==> src/rtl/ldm_pkg.sv <==
// Constants shared by the eight-digit LED multiplexer.
// Assumes a 200 MHz system clock.
package ldm_pkg;
  localparam int unsigned CLK_MHZ         = 200;
  localparam int unsigned DIGITS          = 8;
  localparam int unsigned DIGIT_TIME_NS   = 244000;
  localparam int unsigned GAP_TIME_NS     = 6000;
  localparam int unsigned CLK_PERIOD_NS   = 1000 / CLK_MHZ;
  // Standard timebase: lit time of a digit, rounded down.
  localparam int unsigned DIGIT_CYC       = DIGIT_TIME_NS / CLK_PERIOD_NS;
  // Blanking gap between digits, a least time, rounded up.
  localparam int unsigned GAP_CYC         =
    (GAP_TIME_NS + CLK_PERIOD_NS - 1) / CLK_PERIOD_NS;
  // Slow timebase stretches every slot by this factor.
  localparam int unsigned SLOW_FACTOR     = 4;
  localparam int unsigned MEAS_SPACE_MS   = 200;
  localparam int unsigned MEAS_SLOW_MS    = 800;
  localparam logic [6:0]  SEG_ALL_ON      = 7'h7F;
  localparam logic [6:0]  SEG_OFF         = 7'h00;
  localparam logic [7:0]  DIG_OFF         = 8'h00;
  localparam logic [2:0]  MSD_INDEX       = 3'h7;
  localparam logic [2:0]  INDEX_RESET     = 3'h0;
  typedef enum logic [1:0] {
    LDM_GAP  = 2'b01,
    LDM_SHOW = 2'b10
  } ldm_state_e;
endpackage

==> src/rtl/ldm_mux.sv <==
// Eight-digit multiplexed seven-segment drive with blanking.
// Assumes latched BCD data, point position and overflow are synchronous.
`timescale 1ns/100ps
`default_nettype none
// Summary of operation
// - Scan eight digits, 244 us each, 500 Hz.
// - Insert 6 us blank gap between digits.
// - Blank leading zeros until nonzero or point.
// - Never blank digits right of decimal point.
// - Overflow disables zero suppression entirely.
// - Quarter timebase slows scan to 125 Hz.
// - Scan timing derives from the oscillator timebase.
// - Overflow lights point in top digit slot.
// - Test lights everything unless display off.
module ldm_mux #(
  parameter int unsigned DIGIT_CYC = ldm_pkg::DIGIT_CYC,
  parameter int unsigned GAP_CYC   = ldm_pkg::GAP_CYC
) (
  input  wire logic        clk,
  input  wire logic        rst,
  input  wire logic [31:0] digit_data,
  input  wire logic [2:0]  point_pos,
  input  wire logic        point_en,
  input  wire logic        overflow,
  input  wire logic        slow_timebase,
  input  wire logic        display_test,
  input  wire logic        display_off,
  output logic      [6:0]  seg_out,
  output logic             dp_out,
  output logic      [7:0]  digit_sel
);
  localparam int unsigned SLOW_DIGIT = DIGIT_CYC * ldm_pkg::SLOW_FACTOR;
  localparam int unsigned SLOW_GAP   = GAP_CYC * ldm_pkg::SLOW_FACTOR;
  localparam int unsigned CW         = $clog2(SLOW_DIGIT + 1);

  ldm_pkg::ldm_state_e state_r;
  logic [CW-1:0] cnt_r;
  logic [2:0]    idx_r;

  // Digit i is significant-blank when it and all above it are zero
  // and none of them lies at or right of the point.
  logic [7:0] zero_d;
  logic [7:0] keep_d;
  logic [7:0] blank_chain;
  genvar gi;
  generate
    for (gi = 0; gi < ldm_pkg::DIGITS; gi++) begin : g_lz
      assign zero_d[gi] = (digit_data[gi*4 +: 4] == 4'h0);
      assign keep_d[gi] = point_en && (3'(gi) <= point_pos);
      if (gi == ldm_pkg::DIGITS - 1) begin : g_top
        assign blank_chain[gi] = zero_d[gi] && !keep_d[gi];
      end else begin : g_low
        assign blank_chain[gi] = blank_chain[gi+1] && zero_d[gi]
                                 && !keep_d[gi];
      end
    end
  endgenerate

  wire [3:0] cur_digit   = digit_data[idx_r*4 +: 4];
  wire       cur_blank   = blank_chain[idx_r] && !overflow;
  wire       cur_point   = point_en && (idx_r == point_pos);
  wire       cur_ovf_dp  = overflow && (idx_r == ldm_pkg::MSD_INDEX);
  wire [6:0] dec_seg;
  ldm_seg_decode ldm_seg_decode_i (
    .digit (cur_digit),
    .seg   (dec_seg)
  );

  // Slot lengths follow the supplied timebase; a quarter-rate timebase
  // is modelled by stretching every slot fourfold.
  // The show state keeps the digit lit for a full slot and spends one
  // more edge turning it off, so the gap state is one edge short of the
  // dark time; GAP_CYC must therefore be at least 2.
  wire [CW-1:0] show_len = slow_timebase ? CW'(SLOW_DIGIT)
                                         : CW'(DIGIT_CYC);
  wire [CW-1:0] gap_len  = slow_timebase ? CW'(SLOW_GAP - 2)
                                         : CW'(GAP_CYC - 2);
  wire show_done = (state_r == ldm_pkg::LDM_SHOW) && (cnt_r >= show_len);
  wire gap_done  = (state_r == ldm_pkg::LDM_GAP) && (cnt_r >= gap_len);

  wire       lit_ok     = !display_off;
  wire [6:0] seg_nxt    = !lit_ok ? ldm_pkg::SEG_OFF :
                          display_test ? ldm_pkg::SEG_ALL_ON :
                          cur_blank ? ldm_pkg::SEG_OFF : dec_seg;
  wire       dp_nxt     = lit_ok && (display_test || cur_ovf_dp ||
                          (cur_point && !cur_blank));
  wire [7:0] onehot_sel = 8'h01 << idx_r;

  always_ff @(posedge clk or posedge rst) begin
    if (rst) begin
      state_r   <= ldm_pkg::LDM_GAP;
      cnt_r     <= '0;
      idx_r     <= ldm_pkg::INDEX_RESET;
      seg_out   <= ldm_pkg::SEG_OFF;
      dp_out    <= 1'b0;
      digit_sel <= ldm_pkg::DIG_OFF;
    end else begin
      unique case (state_r)
        ldm_pkg::LDM_GAP: begin
          // Segments settle for the coming digit while drivers are off.
          seg_out   <= gap_done ? seg_nxt : ldm_pkg::SEG_OFF;
          dp_out    <= gap_done ? dp_nxt : 1'b0;
          digit_sel <= ldm_pkg::DIG_OFF;
          cnt_r     <= gap_done ? '0 : cnt_r + CW'(1);
          if (gap_done) begin
            state_r <= ldm_pkg::LDM_SHOW;
          end
        end
        ldm_pkg::LDM_SHOW: begin
          seg_out   <= show_done ? ldm_pkg::SEG_OFF : seg_nxt;
          dp_out    <= show_done ? 1'b0 : dp_nxt;
          digit_sel <= (show_done || !lit_ok) ? ldm_pkg::DIG_OFF
                                              : onehot_sel;
          cnt_r     <= show_done ? '0 : cnt_r + CW'(1);
          if (show_done) begin
            state_r <= ldm_pkg::LDM_GAP;
            idx_r   <= idx_r + 3'h1;
          end
        end
      endcase
    end
  end

  // Helper: cycles spent with no digit selected since the last show.
  logic [CW-1:0] off_cnt_r;
  always_ff @(posedge clk or posedge rst) begin
    if (rst) begin
      off_cnt_r <= '0;
    end else begin
      // Saturates so a long display-off spell cannot wrap back to a
      // short count.
      off_cnt_r <= (digit_sel != ldm_pkg::DIG_OFF) ? '0 :
                   (&off_cnt_r) ? off_cnt_r : off_cnt_r + CW'(1);
    end
  end

  // A digit that comes back as display off ends has no gap to keep.
  gap_min_a: assert property (
    @(posedge clk) disable iff (rst)
    ($rose(|digit_sel) && !$past(display_off, 2)) |->
      $past(off_cnt_r) >= CW'(GAP_CYC - 1))
    else $error("Digit enabled before blanking gap elapsed.");

  one_digit_a: assert property (
    @(posedge clk) disable iff (rst)
    $onehot0(digit_sel))
    else $error("More than one digit selected.");

  gap_dark_a: assert property (
    @(posedge clk) disable iff (rst)
    $fell(|digit_sel) |-> (seg_out == ldm_pkg::SEG_OFF) && !dp_out)
    else $error("Segments driven while digits deselected.");

  test_all_a: assert property (
    @(posedge clk) disable iff (rst)
    (state_r == ldm_pkg::LDM_SHOW && !show_done && display_test
     && !display_off) |=> (seg_out == ldm_pkg::SEG_ALL_ON) && dp_out)
    else $error("Display test did not light all segments.");

  off_blank_a: assert property (
    @(posedge clk) disable iff (rst)
    display_off |=> (digit_sel == ldm_pkg::DIG_OFF))
    else $error("Digit driven while display off.");

  ovf_point_a: assert property (
    @(posedge clk) disable iff (rst)
    (state_r == ldm_pkg::LDM_SHOW && !show_done && overflow
     && !display_off && idx_r == ldm_pkg::MSD_INDEX) |=> dp_out)
    else $error("Overflow point missing on top digit.");

  ovf_show_a: assert property (
    @(posedge clk) disable iff (rst)
    (state_r == ldm_pkg::LDM_SHOW && !show_done && overflow
     && !display_off && !display_test) |=> seg_out != ldm_pkg::SEG_OFF)
    else $error("Digit blanked during overflow.");

  right_show_a: assert property (
    @(posedge clk) disable iff (rst)
    (state_r == ldm_pkg::LDM_SHOW && !show_done && point_en
     && idx_r <= point_pos && !display_off) |=> seg_out != ldm_pkg::SEG_OFF)
    else $error("Digit right of point was blanked.");

  lead_zero_a: assert property (
    @(posedge clk) disable iff (rst)
    (state_r == ldm_pkg::LDM_SHOW && !show_done && digit_data == 32'h0
     && !point_en && !overflow && !display_test && idx_r == 3'h7)
      |=> seg_out == ldm_pkg::SEG_OFF)
    else $error("Leading zero not blanked.");

  slot_len_a: assert property (
    @(posedge clk) disable iff (rst)
    ($rose(state_r == ldm_pkg::LDM_SHOW) && !slow_timebase)
      |-> (state_r == ldm_pkg::LDM_SHOW) [*8])
    else $error("Digit slot ended too early.");

  // Helper: cycles in a row with a digit selected.
  logic [CW-1:0] on_cnt_r;
  always_ff @(posedge clk or posedge rst) begin
    if (rst) begin
      on_cnt_r <= '0;
    end else begin
      on_cnt_r <= (digit_sel != ldm_pkg::DIG_OFF) ? on_cnt_r + CW'(1) : '0;
    end
  end

  lit_max_a: assert property (
    @(posedge clk) disable iff (rst)
    (|digit_sel) |-> on_cnt_r < CW'(SLOW_DIGIT))
    else $error("Digit held longer than the slowest slot.");

  sel_hold_a: assert property (
    @(posedge clk) disable iff (rst)
    (|digit_sel && |$past(digit_sel)) |-> digit_sel == $past(digit_sel))
    else $error("Digit changed with no blanking gap.");

  point_show_a: assert property (
    @(posedge clk) disable iff (rst)
    (state_r == ldm_pkg::LDM_SHOW && !show_done && point_en
     && idx_r == point_pos && !display_off) |=> dp_out)
    else $error("Decimal point missing on its digit.");

  off_seg_a: assert property (
    @(posedge clk) disable iff (rst)
    display_off |=> (seg_out == ldm_pkg::SEG_OFF) && !dp_out)
    else $error("Segment driven while display off.");

  scan_wrap_c: cover property (
    @(posedge clk) disable iff (rst)
    show_done && idx_r == ldm_pkg::MSD_INDEX);
  ovf_c: cover property (
    @(posedge clk) disable iff (rst) overflow && dp_out);
  test_c: cover property (
    @(posedge clk) disable iff (rst) display_test && |digit_sel);
  slow_c: cover property (
    @(posedge clk) disable iff (rst) slow_timebase && show_done);
endmodule
`default_nettype wire

==> src/rtl/ldm_seg_decode.sv <==
// Hex digit to seven-segment pattern, bit 0 is segment a.
// Pure combinational leaf used by the multiplexer.
`timescale 1ns/100ps
`default_nettype none
module ldm_seg_decode (
  input  wire logic [3:0] digit,
  output logic      [6:0] seg
);
  always_comb begin
    unique case (digit)
      4'h0: seg = 7'h3F;
      4'h1: seg = 7'h06;
      4'h2: seg = 7'h5B;
      4'h3: seg = 7'h4F;
      4'h4: seg = 7'h66;
      4'h5: seg = 7'h6D;
      4'h6: seg = 7'h7D;
      4'h7: seg = 7'h07;
      4'h8: seg = 7'h7F;
      4'h9: seg = 7'h6F;
      4'hA: seg = 7'h77;
      4'hB: seg = 7'h7C;
      4'hC: seg = 7'h39;
      4'hD: seg = 7'h5E;
      4'hE: seg = 7'h79;
      4'hF: seg = 7'h71;
    endcase
  end
endmodule
`default_nettype wire

==> config.mk <==
export PLATFORM = sky130hd
export DESIGN_NAME = ldm_mux
export DESIGN_NICKNAME = d
export VERILOG_FILES = /design/src/rtl/ldm_pkg.sv /design/src/rtl/ldm_mux.sv /design/src/rtl/ldm_seg_decode.sv
export SDC_FILE = /design/constraint.sdc
export NUM_CORES = 1
export LEC_CHECK = 0
export BUFFER_PORTS_ARGS = -buffer_cell sky130_fd_sc_hd__buf_4
export CELL_PAD_IN_SITES_DETAIL_PLACEMENT = 1
export CELL_PAD_IN_SITES_GLOBAL_PLACEMENT = 2
export CORE_MARGIN = 1.5
export CORE_UTILIZATION = 24
export CTS_CLUSTER_SIZE = 14
export DETAILED_ROUTE_END_ITERATION = 10
export GPL_ROUTABILITY_DRIVEN = 1
export GPL_TIMING_DRIVEN = 1
export PLACE_DENSITY = 0.66
export REMOVE_ABC_BUFFERS = 1
export SLEW_MARGIN = 20
export SYNTH_ARGS = -nofsm -noshare
export SYNTH_HDL_FRONTEND = slang
export SYNTH_SLANG_ARGS = --single-unit
export TNS_END_PERCENT = 50
==> constraint.sdc <==
create_clock -name clk -period 2.71 [get_ports clk]
set_clock_uncertainty 0.1 [all_clocks]
set_input_delay 0.542 -clock clk [delete_from_list [all_inputs] [get_ports clk]]
set_output_delay 0.542 -clock clk [all_outputs]
set_load 0.01 [all_outputs]
==> flow_summary.ini, run 1 <==
[pwr]
clkPwrFrac = 0.465
switching_share = 0.2257
internal_power_w = 0.001120
max-vdd-ir-drop_mv = 0.2691
seq_power_share = 0.411
pwr_density_cell_nw_per_um2 = 410.6
combPwrFrac = 0.124
power_leakage_nw = 1.644
switching_power_w = 0.0003266

[cells_and_area]
diodes = 0
area_growth_pct = 28.88
num-nets-final = 394
drive_gt1_frac = 0.2763
fin_util = 0.3208

[timing]
maxSlewHeadroom = 0.5840
holdWs_ps = 285.7
fmax_mhz = 409.7
fin_crit_sh = 0.9006
tns_ps = 0
min_period_ps = 2441
worst_pin_slew_ps = 608.3
setup_viol_count_final = 0
rsz0062_at_grt = no
finalMaxSlewViolations = 0
final_hold_viol_count = 0

[clock_tree]
clk_pin_slew_ps = 60
cts_root_buffer = clkbuf_16
htreeDepth = 2
tritoncts = built
cts-buffers-inserted = 5
clockBufferDepth = 2
cts.sinks = 39
post_cts_buffers = 0
clk_latency_ps = 280

[global_routing]
grt.total_usage = 0.1322
grt_pass1_wl_um = 12410
grt_pass1_vias = 2466
antenna_found_initial = 0
grt_max_degree = 40
busiest_layer = met2
grt_use_met2 = 0.2343
grt_util_met1 = 0.1658
grt_overflow = 0
met3_usage = 0.02727

[synthesis]
async_flop_share = 1.000
synth_cell_types = 58
avgSynthCellArea_um2 = 10.28
ys.warnings.count = 0
syn-cell-area_um2 = 2734
synth_edf_count = 0
syn_inst = 266
seq_area_frac_synth = 0.3574
ys_seq_elements = 39
ys.flop_type = dfrtp_1

[routing]
via_count = 2267
totalWireLength_um = 7351
vias_per_cell = 4.793
drc = 0
drtIter0Drc = 46
ant_nets = 0
firstDrtPassIters = 4
wire_per_inst_um = 15.54

[status]
status = finished, final reports clean

[floorplanning]
fp.dieH_um = 109.7
core_area_um2 = 10980
rows = 38
start_util = 0.2489
dieArea_um2 = 12040
io-pin-count = 58
die_w_um = 109.7

[placement]
io_buffers = 57
dp_hpwl_um = 5869
gp_congestion = 0.7589

[critical_path]
crit_required_ps = 2760
critPathMaxStageDelay_ps = 590
crit_type = register to register
cp-end-kind = register
start_kind = register
cp_slowest_cell = mux4_1
path_buf_inv = 1
cp_top_family = multiplexers
path_cells = mux4_1 -> mux2i_1 -> buf_4 -> ha_1 -> nor2b_1 -> a21oi_1 -> o21ai_1 -> a21oi_1
timing.critical_path.mode_cell = a21oi_1
arrival_ps = 2490
critPathMaxFanout = 7
reg2reg_slack_ps = 270

[min_path]
hp-class = input pin to async pin

[job]
drv_cap = 0
what timing repair did:
item / CTS / global route
gates resized for setup: 0 / 1
hold buffers: 0 / 0
setup endpoints to repair: 0 / 2
cell usage in the layout (no fill, tap or decap), types with 6 or more instances in the layout:
cell | netlist | final
nor2_1 | 26 | 26
buf_4 | 1 | 67
a21oi_1 | 15 | 15
dfrtp_1 | 38 | 37
xor2_1 | 9 | 9
mux2i_1 | 6 | 6
nor4_1 | 8 | 8
mux4_1 | 8 | 8
xnor2_1 | 10 | 10
nand3_1 | 9 | 9
ha_1 | 20 | 20
inv_1 | 15 | 15
nand2_1 | 17 | 17
and3_1 | 8 | 8
final timing paths:
| kind | start | to | cells past startpoint |
|---|---|---|---|
| min in group clk | display_off | seg_out[6] | 2 |
| worst max-delay path | idx_r[1] | seg_out[5] | 8 |
| worst min-delay path | rst | cnt_r[3] | 3 |
| max in group asynchronous | rst | idx_r[1] | 3 |
| worst max register to register | idx_r[1] | seg_out[5] | 8 |
| worst min register to register | cnt_r[0] | cnt_r[0] | 1 |
routing by layer:
metal / wire length (um) / share of wire / up-vias
met5: 0 / 0 / -
met4: 43 / 0.0058 / 0
met3: 334 / 0.045 / 4
met2: 3771 / 0.51 / 45
met1: 3201 / 0.44 / 1113
li1: - / - / 1105
Yosys cell counts (all sizes together) (3+ instances only):
master / instances / share of area
nor2b: 3 / 0.0069
o21ai: 7 / 0.014
a211oi: 3 / 0.010
and3: 8 / 0.018
a221oi: 3 / 0.012
buf: 5 / 0.016
nand3: 9 / 0.016
mux2i: 9 / 0.047
and2: 3 / 0.0069
nor2: 27 / 0.038
clkbuf: 3 / 0.0041
xnor2: 10 / 0.032
mux4: 8 / 0.077
dfrtp: 38 / 0.35
nor3: 3 / 0.0096
nand2b: 5 / 0.011
nand4: 5 / 0.011
nor4: 8 / 0.018
nand2: 17 / 0.023
a211o: 3 / 0.013
inv: 17 / 0.023
ha: 20 / 0.092
a21oi: 15 / 0.027
xor2: 9 / 0.029
logic make-up (layout without fill, tap and decap cells):
group / Yosys count / in the layout / share of synthesized area
XOR/XNOR: 19 / 19 / 0.06087
multiplexers: 17 / 17 / 0.1236
AND/OR/NAND/NOR: 98 / 98 / 0.1881
adder cells (fa/ha/maj): 20 / 20 / 0.09153
buffers and inverters: 25 / 92 / 0.04393
AO/OA/AOI/OAI: 48 / 48 / 0.1346
flip-flops: 39 / 39 / 0.3574
layout make-up:
class                      count  area, um2
fill                        1264       7460
inverter                      17      63.81
tap                          140      175.2
multi-input combinational    202       1637
timing repair buffer          67      503.0
clock buffer                   6      128.9
clock inverter                 2      37.54
sequential                    39      978.4
power groups by stage:
stage / logic [W] / registers, W / clock network, W
after floorplan: 0.0000774 / 0.000610 / 0
after global placement: 0.000178 / 0.000607 / 0
after detailed placement: 0.000182 / 0.000607 / 0
after CTS: 0.000183 / 0.000596 / 0.000688
after global routing: 0.000199 / 0.000596 / 0.000721
final: 0.000179 / 0.000595 / 0.000673
worst register-to-register path, stage by stage (launching register included):
cell,delay [ps]
dfrtp_2,470
mux4_1,590
mux2i_1,250
buf_4,170
ha_1,190
nor2b_1,220
a21oi_1,60
o21ai_1,160
a21oi_1,90
sequential cells by signal, summed over array words and instances, names as in the netlist:
name and cells:
idx_r 3, cnt_r 18, dp_out 1, state_r 2
digit_sel 8, seg_out 7
stage by stage:
step | instances | power [W] | instance area, um2 | worst slack, ps
global placement | 465 | 0.0007852 | 3356 | 126.8
finish | 473 | 0.001447 | 3523 | 269.3
CTS | 473 | 0.001467 | 3522 | 135.4
global route | 473 | 0.001516 | 3523 | 71.64
detailed placement | 465 | 0.0007890 | 3356 | 46.30
floorplan | 258 | 0.0006877 | 2678 | 203.5
(Power assumes the default switching activity.)
==> run 2: changes to the inputs <==
--- a/config.mk
+++ b/config.mk
@@ -5,6 +5,7 @@
 export SDC_FILE = /design/constraint.sdc
 export NUM_CORES = 1
 export LEC_CHECK = 0
+export ABC_AREA = 1
 export BUFFER_PORTS_ARGS = -buffer_cell sky130_fd_sc_hd__buf_4
 export CELL_PAD_IN_SITES_DETAIL_PLACEMENT = 1
 export CELL_PAD_IN_SITES_GLOBAL_PLACEMENT = 2
@@ -14,7 +15,7 @@
 export DETAILED_ROUTE_END_ITERATION = 10
 export GPL_ROUTABILITY_DRIVEN = 1
 export GPL_TIMING_DRIVEN = 1
-export PLACE_DENSITY = 0.66
+export PLACE_DENSITY = 0.72
 export REMOVE_ABC_BUFFERS = 1
 export SLEW_MARGIN = 20
 export SYNTH_ARGS = -nofsm -noshare
==> run 2 against run 1 <==
  * Power rose by 17%
  * Final area rose by 12%
  * Worst setup slack improved by 270 ps
  * Hold slack improved by 5.9 ps
  * Sequential power rose by 3%
  * Combinational power rose by 75%
  * Critical path depth rose by 5
==> flow_summary.ini, run 2 <==
[status]
status = finished, final reports clean

[global_routing]
grt_pass1_wl_um = 16330
grt_max_degree = 40
grt.total_usage = 0.1439
antenna_found_initial = 0
grt_pass1_vias = 3278
grt_overflow = 0

[placement]
io_buffers = 57
dp_hpwl_um = 7676
dp.cells = 674
gp_congestion = 0.8505
dp_slack_ps = 274.3
post_dp_cell_area_um2 = 3771

[timing]
final.setup.worst_slack_ps = 542.1
worst_pin_slew_ps = 513.0
rsz0062_at_grt = no
fmax_mhz = 461.3
maxSlewHeadroom = 0.6580
tns_ps = 0
fin_crit_sh = 0.8000
finalMaxSlewViolations = 0
min_period_ps = 2168
final_hold_viol_count = 0
setup_viol_count_final = 0

[synthesis]
synth_edf_count = 0
avgSynthCellArea_um2 = 7.044
async_flop_share = 1.000
synth_compound_area_frac = 0.04057
seq_area_frac_synth = 0.3076
yosysTopAreaCell = dfrtp_1
netlist_top_cells_count = nand2_1 (110), nor2_1 (61), nand3_1 (55), inv_1 (50), dfrtp_1 (38)
syn-cell-area_um2 = 3177
yosysMostFrequentCell = nand2_1
yosys.area_share.adder = 0.07877
synth_cell_types = 34
synth_xor_xnor_area_share = 0.04135
synth_top_family_by_area = simple AND/OR/NAND/NOR gates
yosys-top-cells-area = dfrtp_1 (30%), nand2_1 (13%), nand3_1 (8.7%)
synth_simple_gate_area_share = 0.4372
synth_top_cell_area_share = 0.2993
ys.flop_type = dfrtp_1
ys_seq_elements = 39
ys.warnings.count = 0
synthMuxAreaShare = 0
syn_inst = 451

[cells_and_area]
final_cell_mix = nand2_1 (110), nor2_1 (61), buf_4 (61)
num-nets-final = 571
area_growth_pct = 24.77
fin_cells = 682
fin_area_um2 = 3964
fin_util = 0.3103
top_register = cnt_r
largest_reg_flops = 18
diodes = 0
drive_gt1_frac = 0.2176
final_common_cell = nand2_1
reg.largest.list = cnt_r (18), digit_sel (8), seg_out (7)

[clock_tree]
tritoncts = built
cts-resized-gates = 0
htreeDepth = 2
clockBufferDepth = 2
cts-buffers-inserted = 5
cts.sinks = 39
cts_hold_buf = 0
clk_pin_slew_ps = 60
clk_latency_ps = 280
post_cts_buffers = 0
cts_root_buffer = clkbuf_16

[critical_path]
reg2reg_depth = 13
worstReg2RegStart = idx_r[1]
start_kind = register
arrival_ps = 2270
reg2reg_slack_ps = 540
r2r_end = seg_out[5]
crit_required_ps = 2810
cp-end-kind = register
critPathMaxFanout = 9
crit_type = register to register

[routing]
firstDrtPassIters = 4
top_layer = met4
drc = 0
wl_met2_um = 4631
wl_met1_um = 4584
ant_nets = 0
via_count = 3087
vias_per_cell = 4.526
wl_met3_um = 196
wire_per_inst_um = 13.97
totalWireLength_um = 9530
drtIter0Drc = 88

[min_path]
hp-class = input pin to async pin

[pwr]
pwr_density_cell_nw_per_um2 = 426.2
power_leakage_nw = 2.010
max-vdd-ir-drop_mv = 0.3765

[floorplanning]
io-pin-count = 58
core_area_um2 = 12770
rows = 41
fp.dieH_um = 118.1
dieArea_um2 = 13940
die_w_um = 118.1
start_util = 0.2487

[job]
drv_cap = 0
-- run 2: cell count changes in the layout (fill, tap and decap cells not counted), sizes merged, moves of 6 or more --
cell	previous run	this run
nand4	5	13
mux4	8	0
nand2	17	118
mux2i	9	0
nor3	3	12
nand3	9	61
and3	8	0
nor2	27	74
inv	17	59
buf	67	61
-- run 2: critical path, cell delays in order (launching register included) --
cell and delay [ps]:
dfrtp_1 370, inv_1 240, buf_4 230, nor2_1 60, nand2_1 60, nand3_1 70
nand2_1 170, inv_1 110, ha_1 200, nand3_1 130, nand3_1 100, nand2_1 60
nand2_1 50, a21oi_1 140
-- run 2: logic make-up after synthesis --
| family | count (synthesis) |
|---|---|
| and+or+nand+nor | 285 |
| AOI/OAI and AO/OA | 23 |
| DFF | 39 |
| buffers and inverters | 69 |
| xor gates and xnor gates | 15 |
| adders and majority gates | 20 |
-- run 2: layer usage --
metal / vias up / GRT usage
met5: - / 0
met4: 0 / 0.03963
met3: 6 / 0.01647
met2: 43 / 0.2489
met1: 1482 / 0.1892
li1: 1556 / -
-- run 2: stage by stage --
| stage | hold WS (ps) | total power [W] |
|---|---|---|
| after global placement | 453.5 | 0.0009345 |
| after floorplan | 393.3 | 0.0007936 |
| final | 291.6 | 0.001689 |
| after global routing | 339.5 | 0.001770 |
| after detailed placement | 462.7 | 0.0009409 |
| after CTS | 315.5 | 0.001710 |
-- run 2: worst max-delay path by stage --
stage,startpoint,endpoint,cells after the start
2_1_floorplan,idx_r[0],seg_out[5],13
3_3_place_gp,slow_timebase,cnt_r[14],12
3_5_place_dp,slow_timebase,cnt_r[14],12
4_1_cts,idx_r[1],seg_out[5],13
5_1_grt,idx_r[1],seg_out[5],13
6_report,idx_r[1],seg_out[5],13
-- run 2: where the power goes --
group / total, W / internal, W / switching [W]
combinational: 0.000314 / 0.000129 / 0.000185
clock: 0.000765 / 0.000527 / 0.000237
sequential: 0.000611 / 0.000599 / 0.0000111
-- run 2: cell type report --
| class | instances | area (um2) |
|---|---|---|
| clock buffer | 5 | 125.1 |
| clock inverter | 3 | 67.56 |
| inverter | 59 | 221.5 |
| sequential | 39 | 977.2 |
| multi-input combinational | 343 | 1899 |
| timing repair buffer | 61 | 457.9 |
| fill | 1588 | 8810 |
| tap | 172 | 215.2 |
==> run 3: changes to the inputs <==
--- a/config.mk
+++ b/config.mk
@@ -5,7 +5,7 @@
 export SDC_FILE = /design/constraint.sdc
 export NUM_CORES = 1
 export LEC_CHECK = 0
-export ABC_AREA = 1
+export ABC_AREA = 0
 export BUFFER_PORTS_ARGS = -buffer_cell sky130_fd_sc_hd__buf_4
 export CELL_PAD_IN_SITES_DETAIL_PLACEMENT = 1
 export CELL_PAD_IN_SITES_GLOBAL_PLACEMENT = 2
@@ -15,7 +15,7 @@
 export DETAILED_ROUTE_END_ITERATION = 10
 export GPL_ROUTABILITY_DRIVEN = 1
 export GPL_TIMING_DRIVEN = 1
-export PLACE_DENSITY = 0.72
+export PLACE_DENSITY = 0.69
 export REMOVE_ABC_BUFFERS = 1
 export SLEW_MARGIN = 20
 export SYNTH_ARGS = -nofsm -noshare
==> constraint.sdc (replaced) <==
create_clock -name clk -period 1.9 [get_ports clk]
set_clock_uncertainty 0.1 [all_clocks]
set_input_delay 0.38 -clock clk [delete_from_list [all_inputs] [get_ports clk]]
set_output_delay 0.38 -clock clk [all_outputs]
set_load 0.01 [all_outputs]
==> run 3 against run 2 <==
  * The run now ends with setup timing left
  * Hold slack lost 180 ps
  * Global-route usage grew 0.35 points
  * Highest routed layer unchanged
  * Largest cell class unchanged
  * Via count fell by 16%
  * Clock-buffer cell count did not move
==> flow_summary.ini, run 3 (synthesized netlist as in run 1, its figures left out) <==
[status]
status = finished with violations
violations = setup timing

[job]
drv_cap = 0

[placement]
io_buffers = 57
dp_slack_ps = -565.0
dp.cells = 521
gp_congestion = 0.8706
dp_hpwl_um = 6302

[routing]
vias_per_cell = 4.757
firstDrtPassIters = 4
wire_per_inst_um = 15.40
drtIter0Drc = 72
drc = 0
totalWireLength_um = 8360
ant_nets = 0
via_count = 2583

[clock_tree]
clk_latency_ps = 290
cts.sinks = 39
htreeDepth = 2
cts_root_buffer = clkbuf_16
clk_pin_slew_ps = 70
tritoncts = built
cts-buffers-inserted = 5
cts_hold_buf = 0
clockBufferDepth = 2

[timing]
finalMaxSlewViolations = 0
maxSlewHeadroom = 0.6499
fmax_mhz = 447.1
fin_crit_sh = 1.177
final.setup.worst_slack_ps = -336.4
setup_viol_count_final = 29
rsz0062_at_grt = yes
final_hold_viol_count = 0
min_period_ps = 2236
worst_pin_slew_ps = 511.9

[cells_and_area]
area_growth_pct = 61.83
diodes = 0
fin_cells = 543
regArea_um2 = 978.4
final_common_cell = buf_4
reg.largest.list = cnt_r (18), digit_sel (8), seg_out (7)
largest_reg_flops = 18
drive_gt1_frac = 0.5335
num-nets-final = 464
nFillCells = 1236
multi_input_area_um2 = 1936
top_register = cnt_r
final_cell_mix = buf_4 (118), dfrtp_1 (37), nand2_1 (16)

[floorplanning]
rows = 38
fp.dieH_um = 109.7
dieArea_um2 = 12040
core_area_um2 = 10980
start_util = 0.2489
io-pin-count = 58
die_w_um = 109.7

[critical_path]
cp-end-kind = register
critPathMaxFanout = 6
path_cells = mux4_2 -> mux2i_4 -> buf_6 -> ha_4 -> nor2b_4 -> a21oi_2 -> mux2i_1 -> a21oi_1
crit_type = register to register
path_buf_inv = 1
critPathMaxStageDelay_ps = 570
start_kind = register
cp_top_family = multiplexers
cp_slowest_cell = mux4_2
crit_required_ps = 1970
arrival_ps = 2300

[global_routing]
antenna_found_initial = 0
met3_usage = 0.02312
grt_use_met2 = 0.2582
grt.total_usage = 0.1474
grt_pass1_wl_um = 13700
busiest_layer = met2
grt_pass1_vias = 2788
grt_max_degree = 40
grt_util_met1 = 0.1856
grt_overflow = 0

[pwr]
power_leakage_nw = 1.965
max-vdd-ir-drop_mv = 0.2921
finalPower_w = 0.002066
pwr_density_cell_nw_per_um2 = 466.9

[min_path]
hp-class = input pin to async pin
run 3: final timing paths:
kind	startpoint	cells past startpoint	slack [ps]	end
worst max-delay path	idx_r[1]	8	-340	seg_out[4]
worst max register to register	idx_r[1]	8	-340	seg_out[4]
max in group asynchronous	rst	3	1220	state_r[0]
min in group clk	display_off	2	200	dp_out
worst min register to register	state_r[1]	2	520	state_r[0]
worst min-delay path	rst	3	110	seg_out[5]
run 3: per-stage QoR:
step / utilization / hold WS, ps / cell area (um2) / setup TNS (ps)
5_1_grt: 0.4028 / 183.5 / 4424 / -9563
4_1_cts: 0.3795 / 139.7 / 4168 / -3624
2_1_floorplan: - / 339.6 / 2678 / -4822
3_3_place_gp: 0.3438 / 441.3 / 3776 / -13570
6_report: 0.4028 / 112.4 / 4424 / -5667
3_5_place_dp: 0.3438 / 448.7 / 3776 / -15200
run 3: power by group:
| part | switching, W | internal, W | total [W] |
|---|---|---|---|
| combinational | 0.000158 | 0.000194 | 0.000351 |
| sequential | 0.00000430 | 0.000844 | 0.000848 |
| clock | 0.000375 | 0.000491 | 0.000866 |
| total | 0.000537 | 0.00153 | 0.00207 |
run 3: final cells by class:
cell class,count,share of cell area
inverter,17,0.01527
clock buffer,5,0.02828
multi-input combinational,202,0.4375
timing repair buffer,137,0.2528
sequential,39,0.2212
tap,140,0.03959
clock inverter,3,0.005373
run 3: metal layers:
layer	vias to the layer above	part of all wire
li1	1237	-
met1	1272	0.43
met2	63	0.51
met3	11	0.038
met4	0	0.018
met5	-	0
run 3: worst min-delay path, stage by stage:
cell   delay [ps]
buf_4         110
inv_1          40
buf_4         420
run 3: repair_timing:
item                                   4_1_cts  5_1_grt
resized for setup                           47       49
endpoints found under the hold margin        0        0
setup endpoints to repair                   39       39
buffers inserted                             9        4
pin swaps                                   20       30
cloned                                       2        0
